**config.mk**
```make
export PLATFORM = sky130hd
export DESIGN_NAME = usb_host_legacy_handoff_regs
export DESIGN_NICKNAME = d
export VERILOG_FILES = /design/src/core/usb_host_legacy_handoff_regs.v /design/src/core/cfg_byte_merge.v
export VERILOG_INCLUDE_DIRS = /design/src /design/src/core
export SDC_FILE = /design/constraint.sdc
export NUM_CORES = 1
export LEC_CHECK = 0
export BUFFER_PORTS_ARGS = -buffer_cell sky130_fd_sc_hd__buf_2
export CORE_MARGIN = 2
export CORE_UTILIZATION = 30
export CTS_CLUSTER_SIZE = 16
export DETAILED_ROUTE_END_ITERATION = 7
export PLACE_DENSITY = 0.55
export RECOVER_POWER = 25
export SLEW_MARGIN = 20
export SYNTH_ARGS = -nofsm -noshare
export SYNTH_HDL_FRONTEND = slang
export SYNTH_SLANG_ARGS = --single-unit
```
**constraint.sdc**
```tcl
create_clock -name clk -period 0.96 [get_ports clk]
set_input_delay 0.048 -clock clk [delete_from_list [all_inputs] [get_ports clk]]
set_output_delay 0.048 -clock clk [all_outputs]
set_load 0.01 [all_outputs]
```
**src/core/legacy_handoff_regs.vh**
```
// offsets, field positions and reset values of the legacy handoff registers
`ifndef LEGACY_HANDOFF_REGS_VH
`define LEGACY_HANDOFF_REGS_VH
`define PORT_WAKE_POLICY_OFS      8'h62
`define LEGACY_CAP_OFS            8'h68
`define LEGACY_CS_OFS             8'h6c
`define PORT_WAKE_POLICY_RST      16'h007f
`define PORT_WAKE_POLICY_MASK     16'h007f
`define PORT_WAKE_PIN_RST         7'h7f
`define LEGACY_CAP_ID             8'h01
`define LEGACY_CAP_NEXT           8'h00
`define CAP_OS_OWNED_BIT          24
`define CAP_FW_OWNED_BIT          16
`define CS_BAR_WRITE_BIT          31
`define CS_CMD_WRITE_BIT          30
`define CS_OWN_CHANGE_BIT         29
`define CS_ASYNC_ADV_BIT          21
`define CS_HOST_ERR_BIT           20
`define CS_FRAME_ROLL_BIT         19
`define CS_PORT_CHANGE_BIT        18
`define CS_XFER_ERR_BIT           17
`endif

```
**src/core/usb_host_legacy_handoff_regs.v**
```verilog
// configuration registers for port wake policy and legacy ownership handoff
// Functional notes
// - seven-bit read/write per-port wake mask
// - bit 16 read/write firmware ownership flag
// - wake mask stored and copied to the port_wake_policy pins
// - wake register resets to 7fh
// - bit 24 os ownership request flag
// - bits 15:8 read 00h
// - bits 7:0 read 01h
// - bit 31 set on bar write
// - bit 30 set on command write
// - bit 29 set on os flag change
// - bits 31:29 write-one-to-clear
// - bit 21 mirrors async advance status
// - bit 20 mirrors host system error
// - bits 19:17 mirror rollover, port, error
`timescale 1ns/1ps
`default_nettype none
`include "legacy_handoff_regs.vh"
module usb_host_legacy_handoff_regs (
  input  wire        clk,
  input  wire        rstn,
  input  wire        ce,
  input  wire        cfg_rd,
  input  wire        cfg_wr,
  input  wire [7:0]  cfg_addr,
  input  wire [3:0]  cfg_be,
  input  wire [31:0] cfg_wdata,
  input  wire        bar_write,
  input  wire        command_write,
  input  wire        async_advance_sts,
  input  wire        host_error_sts,
  input  wire        frame_rollover_sts,
  input  wire        port_change_sts,
  input  wire        transfer_error_interrupt,
  output reg  [31:0] cfg_rdata,
  output reg         cfg_rvalid,
  output reg  [6:0]  port_wake_policy,
  output reg         os_owned,
  output reg         fw_owned
);
  // stored state
  reg  [15:0] wake_reg;
  reg         os_reg;
  reg         fw_reg;
  reg  [2:0]  evt_reg;
  reg  [4:0]  shadow_reg;
  reg  [31:0] rd_mux;

  // address decode and qualified strobes
  wire        hit_wake;
  wire        hit_cap;
  wire        hit_cs;
  wire        wake_we;
  wire        cap_we;
  wire        rd_take;

  // read images and merged write values
  wire [31:0] cap_img;
  wire [31:0] cs_img;
  wire [31:0] wake_img;
  wire [31:0] cap_new;
  wire [31:0] wake_new;
  wire [31:0] wr_lanes;

  // next values and event sources
  wire        os_next;
  wire [2:0]  evt_set;
  wire [2:0]  evt_clr;
  wire [4:0]  shadow_src;

  // dword decode; wake register sits in the upper half of dword 60h
  function hit;
    input [7:0] a;
    input [7:0] ofs;
    begin
      hit = (a[7:2] == ofs[7:2]);
    end
  endfunction

  assign hit_wake = hit(cfg_addr, `PORT_WAKE_POLICY_OFS);
  assign hit_cap  = hit(cfg_addr, `LEGACY_CAP_OFS);
  assign hit_cs   = hit(cfg_addr, `LEGACY_CS_OFS);

  // wake register is the upper half of dword 60h; the lower half reads zero here
  assign wake_img = {wake_reg, 16'h0000};

  // capability image; reserved fields tie to zero
  assign cap_img  = {7'h00, os_reg,
                     7'h00, fw_reg,
                     `LEGACY_CAP_NEXT,
                     `LEGACY_CAP_ID};

  // control/status image: events on top, shadows in 21:17, the rest zero
  assign cs_img   = {evt_reg, 7'h00, shadow_reg, 17'h00000};

  // capability merge; its lane mask also qualifies the status clears
  cfg_byte_merge u_cap_merge (
    .old_val (cap_img),
    .wr_data (cfg_wdata),
    .byte_en (cfg_be),
    .new_val (cap_new),
    .wr_bits (wr_lanes)
  );

  // wake merge; only bits 22:16 of lane 2 ever reach the register
  cfg_byte_merge u_wake_merge (
    .old_val (wake_img),
    .wr_data (cfg_wdata),
    .byte_en (cfg_be),
    .new_val (wake_new),
    .wr_bits ()
  );

  assign os_next = (cfg_wr && hit_cap) ? cap_new[`CAP_OS_OWNED_BIT] : os_reg;

  // event sources; a set in the clearing cycle wins
  assign evt_set = {bar_write, command_write, os_next != os_reg};
  assign evt_clr = (cfg_wr && hit_cs) ? (cfg_wdata[31:29] & wr_lanes[31:29]) : 3'h0;

  // write and read strobes, qualified by the clock enable
  assign wake_we = ce && cfg_wr && hit_wake;
  assign cap_we  = ce && cfg_wr && hit_cap;
  assign rd_take = ce && cfg_rd;

  // status sources in shadow order, bit 21 down to bit 17
  assign shadow_src = {async_advance_sts, host_error_sts, frame_rollover_sts,
                       port_change_sts, transfer_error_interrupt};

  // event flag update; losing an event costs more than a repeated smi
  function [2:0] w1c_update;
    input [2:0] cur;
    input [2:0] evt_in;
    input [2:0] clr;
    begin
      w1c_update = evt_in | (cur & ~clr);
    end
  endfunction

  // wake policy mask, suspend-well reset only
  always @(posedge clk or negedge rstn) begin
    if (!rstn) begin
      wake_reg <= `PORT_WAKE_POLICY_RST;
    end else if (wake_we) begin
      // stored; read back through the wake image and by the registered port_wake_policy pin copy
      wake_reg <= wake_new[31:16] & `PORT_WAKE_POLICY_MASK;
    end
  end

  // ownership semaphores
  always @(posedge clk or negedge rstn) begin
    if (!rstn) begin
      os_reg <= 1'b0;
      fw_reg <= 1'b0;
    end else if (ce) begin
      os_reg <= os_next;
      // firmware claims and releases via bit 16
      if (cap_we) begin
        fw_reg <= cap_new[`CAP_FW_OWNED_BIT];
      end
    end
  end

  // smi event flags, write-one-to-clear
  always @(posedge clk or negedge rstn) begin
    if (!rstn) begin
      evt_reg <= 3'h0;
    end else if (ce) begin
      evt_reg <= w1c_update(evt_reg, evt_set, evt_clr);
    end
  end

  // shadows lag their source one edge; cleared only at the source
  always @(posedge clk or negedge rstn) begin
    if (!rstn) begin
      shadow_reg <= 5'h00;
    end else if (ce) begin
      shadow_reg <= shadow_src;
    end
  end

  // read select; unmapped dwords read zero
  always @* begin
    rd_mux = 32'h00000000;
    if (hit_wake) begin
      rd_mux = wake_img;
    end else if (hit_cap) begin
      rd_mux = cap_img;
    end else if (hit_cs) begin
      rd_mux = cs_img;
    end
  end

  // read port; rvalid pulses one cycle, rdata holds until the next read
  always @(posedge clk or negedge rstn) begin
    if (!rstn) begin
      cfg_rdata  <= 32'h00000000;
      cfg_rvalid <= 1'b0;
    end else if (ce) begin
      cfg_rvalid <= cfg_rd;
      if (rd_take) begin
        cfg_rdata <= rd_mux;
      end
    end
  end

  // pin copies, registered so no decode glitch reaches the outputs
  always @(posedge clk or negedge rstn) begin
    if (!rstn) begin
      port_wake_policy <= `PORT_WAKE_PIN_RST;
      os_owned         <= 1'b0;
      fw_owned         <= 1'b0;
    end else if (ce) begin
      port_wake_policy <= wake_reg[6:0];
      // os holds the controller when its flag is set and firmware released
      os_owned <= os_reg & ~fw_reg;
      fw_owned <= fw_reg;
    end
  end
endmodule
`default_nettype wire

```
**src/core/cfg_byte_merge.v**
```verilog
// byte-enable merge of a config write into a 32-bit register image
`timescale 1ns/1ps
`default_nettype none
module cfg_byte_merge (
  input  wire [31:0] old_val,
  input  wire [31:0] wr_data,
  input  wire [3:0]  byte_en,
  output wire [31:0] new_val,
  output wire [31:0] wr_bits
);
  // per-lane select; wr_bits marks lanes actually written
  assign wr_bits = {{8{byte_en[3]}}, {8{byte_en[2]}}, {8{byte_en[1]}}, {8{byte_en[0]}}};
  assign new_val = (wr_data & wr_bits) | (old_val & ~wr_bits);
endmodule
`default_nettype wire

```
==> report_table.html <==
<table>
<tr><th>Metric</th><th>Value</th></tr>
<tr><th colspan="2">Outcome</th></tr>
<tr><td>Result of the run</td><td>complete, but fails checks</td></tr>
<tr><td>Violations in the final reports</td><td>setup timing</td></tr>
<tr><th colspan="2">Die</th></tr>
<tr><td>Die Footprint</td><td>6690 um^2</td></tr>
<tr><td>Die outline height</td><td>81.8 um</td></tr>
<tr><td>Horiz. Die Dim</td><td>81.8 um</td></tr>
<tr><td>I/O Pins</td><td>98</td></tr>
<tr><td>Starting Density</td><td>30.8%</td></tr>
<tr><td>Number of placement rows</td><td>28</td></tr>
<tr><td>Std-Cell Core Area</td><td>5890 um^2</td></tr>
<tr><th colspan="2">Clock network</th></tr>
<tr><td>Clock-pin slew on the worst setup and hold paths</td><td>0.07 ns</td></tr>
<tr><td>Clk_lat worst skew</td><td>0.29 ns</td></tr>
<tr><td>Number of buffers added by the clock tree synthesis step</td><td>5</td></tr>
<tr><td>Num Clock Sinks</td><td>39</td></tr>
<tr><td>TritonCTS clock tree</td><td>done</td></tr>
<tr><td>Maximum number of buffers from clock root to sink</td><td>2</td></tr>
<tr><td>Clock root buffer</td><td>sky130_fd_sc_hd__clkbuf_8</td></tr>
<tr><td>H-tree depth</td><td>2</td></tr>
<tr><th colspan="2">Route</th></tr>
<tr><td>Detail-routed via count per cell</td><td>4.29</td></tr>
<tr><td>DR DRC count</td><td>0</td></tr>
<tr><td>Number of violations reported at the end of detailed-routing iteration 0</td><td>86</td></tr>
<tr><td>Total iterations of the first detailed-routing run</td><td>3</td></tr>
<tr><td>Vias post-DR</td><td>1333</td></tr>
<tr><td>Mean routed wirelength per cell</td><td>12.3 um</td></tr>
<tr><td>Detailed-route wire length</td><td>3830 um</td></tr>
<tr><td>Number of antenna-violating nets in the routed design</td><td>0</td></tr>
<tr><th colspan="2">GRT</th></tr>
<tr><td>Via count of the first global-routing pass</td><td>1258</td></tr>
<tr><td>Grt total ovfl</td><td>0</td></tr>
<tr><td>Wire length of the first global-routing pass</td><td>5970 um</td></tr>
<tr><td>Met1 track demand over resource</td><td>16.5%</td></tr>
<tr><td>Total routing resource utilization after global routing</td><td>12.1%</td></tr>
<tr><td>Number of antenna violations at the first check in global routing</td><td>0</td></tr>
<tr><td>GR met3 Demand/Resource</td><td>4.51%</td></tr>
<tr><td>Maximum number of pins on one net before global-route repair</td><td>17</td></tr>
<tr><td>Met2 usage</td><td>17.6%</td></tr>
<tr><td>Busiest layer in global routing</td><td>met2</td></tr>
<tr><th colspan="2">Power</th></tr>
<tr><td>Design internal power</td><td>0.00257 W</td></tr>
<tr><td>Total power divided by cell area</td><td>1340 nW/um^2</td></tr>
<tr><td>Leak pwr</td><td>1.21 nW</td></tr>
<tr><td>Psw</td><td>0.000808 W</td></tr>
<tr><td>Relative contribution of sequential cells to total power</td><td>52.8%</td></tr>
<tr><td>Combinational cell fraction of total power</td><td>14.0%</td></tr>
<tr><td>Part of the power in the clock network</td><td>33.2%</td></tr>
<tr><td>Worst supply voltage drop on vdd</td><td>0.000761 V</td></tr>
<tr><td>Net switching share of the total power</td><td>23.9%</td></tr>
<tr><th colspan="2">Synthesis</th></tr>
<tr><td>Sequential share of the synthesized area</td><td>54.7%</td></tr>
<tr><td>Number of enable flip-flop cells after synthesis</td><td>0</td></tr>
<tr><td>Number of storage elements in the synthesis netlist</td><td>39</td></tr>
<tr><td>Post-synth cell types</td><td>27</td></tr>
<tr><td>Async set-reset flop share out of synthesis</td><td>100%</td></tr>
<tr><td>Gate count after technology mapping</td><td>151</td></tr>
<tr><td>Count of warnings emitted by yosys</td><td>0</td></tr>
<tr><td>Dominant synthesized flop cell</td><td>sky130_fd_sc_hd__dfrtp_1</td></tr>
<tr><td>Combined area of all synthesized cells</td><td>1820 um^2</td></tr>
<tr><td>Post-Synthesis Mean Instance Area</td><td>12.0 um^2</td></tr>
<tr><th colspan="2">Setup path</th></tr>
<tr><td>Highest cell delay on the worst timing path</td><td>0.54 ns</td></tr>
<tr><td>Cell type group with the largest total delay on the critical path</td><td>flip-flops</td></tr>
<tr><td>CP Data Arrival Time</td><td>0.92 ns</td></tr>
<tr><td>Slowest CP cell</td><td>sky130_fd_sc_hd__dfstp_2</td></tr>
<tr><td>Number of cells traversed by the worst register-to-register path</td><td>2</td></tr>
<tr><td>Critical path, cell by cell</td><td>buf_6</td></tr>
<tr><td>Maximum net fanout on the critical path</td><td>2</td></tr>
<tr><td>Required @ worst endpoint</td><td>0.91 ns</td></tr>
<tr><td>Worst path depth</td><td>1</td></tr>
<tr><td>Critical Path Start Type</td><td>flip-flop</td></tr>
<tr><td>Type of the setup path with the least slack</td><td>flip-flop to output pin</td></tr>
<tr><td>Minimum setup slack among reg-to-reg paths</td><td>0.01 ns</td></tr>
<tr><td>Worst Setup End Kind</td><td>output pin</td></tr>
<tr><td>Sum of buffers and inverters on the critical path</td><td>1</td></tr>
<tr><th colspan="2">STA</th></tr>
<tr><td>Clock period minus final worst setup slack</td><td>0.971 ns</td></tr>
<tr><td>Finish-stage setup viols</td><td>7</td></tr>
<tr><td>Part of the cycle the worst path needs</td><td>101%</td></tr>
<tr><td>Final count of hold timing violations</td><td>0</td></tr>
<tr><td>Setup slack of the critical path after layout</td><td>-0.0112 ns</td></tr>
<tr><td>Final Hold Slack</td><td>0.0152 ns</td></tr>
<tr><td>Highest attainable clock frequency</td><td>1030 MHz</td></tr>
<tr><td>Max Clock Skew</td><td>0.00481 ns</td></tr>
<tr><td>Count of final max-slew check failures</td><td>0</td></tr>
<tr><td>Setup repair after global routing missed its margin</td><td>true</td></tr>
<tr><th colspan="2">Job</th></tr>
<tr><td>Number of violations of the max-capacitance limit</td><td>0</td></tr>
<tr><th colspan="2">Place</th></tr>
<tr><td>Buffers on Ports</td><td>52</td></tr>
<tr><td>Total half-perimeter wirelength after legalization and detailed placement</td><td>2920 um</td></tr>
<tr><td>Placer's final routability congestion estimate</td><td>0.762</td></tr>
<tr><th colspan="2">Cells and area</th></tr>
<tr><td>Antenna cells</td><td>0</td></tr>
<tr><td>Final design utilization</td><td>42.8%</td></tr>
<tr><td>Most common cell after layout, fill and taps aside</td><td>sky130_fd_sc_hd__buf_2</td></tr>
<tr><td>Area growth syn-to-layout</td><td>38.6%</td></tr>
<tr><td>Top library cells by usage in the layout, fill and taps aside</td><td>44 x sky130_fd_sc_hd__buf_2, 25 x sky130_fd_sc_hd__dfrtp_1, 22 x sky130_fd_sc_hd__mux2_2, 20 x sky130_fd_sc_hd__conb_1, 16 x sky130_fd_sc_hd__buf_4</td></tr>
<tr><td>Post-layout nets</td><td>291</td></tr>
<tr><td>Share of cells above drive strength 1</td><td>51.3%</td></tr>
<tr><th colspan="2">Worst hold path</th></tr>
<tr><td>Hold/Removal Path Class</td><td>input port to flip-flop</td></tr>
<tr><td>Hold path depth</td><td>2</td></tr>
</table>
==> path summary, 6_finish.rpt <==
check	start	endpoint
setup / recovery	port_wake_policy[1]$_DFFE_PN1P_	port_wake_policy[1]
hold / removal	cfg_wdata[16]	flip-flop
setup reg to reg	flip-flop	cfg_rdata[16]$_DFFE_PN0P_
hold reg to reg	cfg_rdata[0]$_DFFE_PN0P_	cfg_rdata[0]$_DFFE_PN0P_
max in group asynchronous	rstn	port_wake_policy[3]$_DFFE_PN1P_
min in group asynchronous	rstn	fw_owned$_DFFE_PN0P_
==> metal layers <==
layer / routed length, um / part of all wire (%)
met5: 0 / 0
met4: 46 / 1.2
met3: 269 / 7.0
met2: 1790 / 47
met1: 1730 / 45
==> stage by stage <==
stage | setup slack, ns | power [W] | cell area, um^2 | instances | TNS (ns)
after floorplan | -0.246 | 0.00207 | 1910 | 170 | -1.85
after global placement | -0.347 | 0.00221 | 2200 | 287 | -4.38
after detailed placement | -0.371 | 0.00221 | 2200 | 287 | -4.41
after CTS | -0.0199 | 0.00342 | 2490 | 309 | -0.139
after global routing | -0.0473 | 0.00357 | 2520 | 311 | -0.322
final | -0.0112 | 0.00337 | 2520 | 311 | -0.0602
==> logic make-up (layout without fill, tap and decap cells) <==
kind of cell           after synthesis  count (layout)  synth area share (%)
flip-flops                          39              39                  54.7
AO/OA/AOI/OAI                       23              23                  9.37
other                                1              20                 0.207
buffers and inverters               32              98                  11.3
multiplexers                        23              23                  14.2
AND/OR/NAND/NOR                     32              32                  9.72
XOR/XNOR                             1               1                 0.483
==> repair_timing <==
action	4_1_cts	5_1_grt
gates resized for setup	9	4
endpoints found under the hold margin	42	2
setup endpoints to repair	17	17
buffers inserted	2	0
hold buffers	12	2
==> worst register-to-register path, delay by kind of cell, from the launching register on <==
family,cells,cell delay [ns]
DFF,1,0.53
AOI/OAI and AO/OA,1,0.25
muxes,1,0.06
==> power by group through the flow <==
stage	Combinational [W]	Sequential (W)	Clock (W)
floorplan	0.000255	0.00181	0
global placement	0.000399	0.00181	0
detailed placement	0.000405	0.00181	0
CTS	0.000475	0.00178	0.00117
global route	0.000527	0.00179	0.00125
finish	0.000472	0.00178	0.00112
==> cell type report <==
cell class	count	area (um^2)
Clock buffer	7	86.3
Clock inverter	1	5.00
Fill cell	556	3370
Inverter	5	18.8
Multi-Input combinational cell	99	724
Sequential cell	39	993
Tap cell	75	93.8
Timing Repair Buffer	85	594
==> synth_stat cells (2+ instances only) <==
| master | n | area share [%] |
|---|---|---|
| sky130_fd_sc_hd__a22o_1 | 10 | 4.8 |
| sky130_fd_sc_hd__buf_4 | 20 | 8.3 |
| sky130_fd_sc_hd__nor2_1 | 2 | 0.41 |
| sky130_fd_sc_hd__buf_2 | 2 | 0.55 |
| sky130_fd_sc_hd__mux2_2 | 22 | 14 |
| sky130_fd_sc_hd__inv_1 | 5 | 1.0 |
| sky130_fd_sc_hd__o41ai_1 | 4 | 1.9 |
| sky130_fd_sc_hd__clkbuf_1 | 3 | 0.62 |
| sky130_fd_sc_hd__o21ai_0 | 8 | 2.2 |
| sky130_fd_sc_hd__nand3_1 | 7 | 1.9 |
| sky130_fd_sc_hd__dfstp_2 | 14 | 20 |
| sky130_fd_sc_hd__nand2_1 | 14 | 2.9 |
| sky130_fd_sc_hd__nor3_1 | 2 | 0.55 |
| sky130_fd_sc_hd__dfrtp_1 | 25 | 34 |
(Power assumes the default switching activity.)
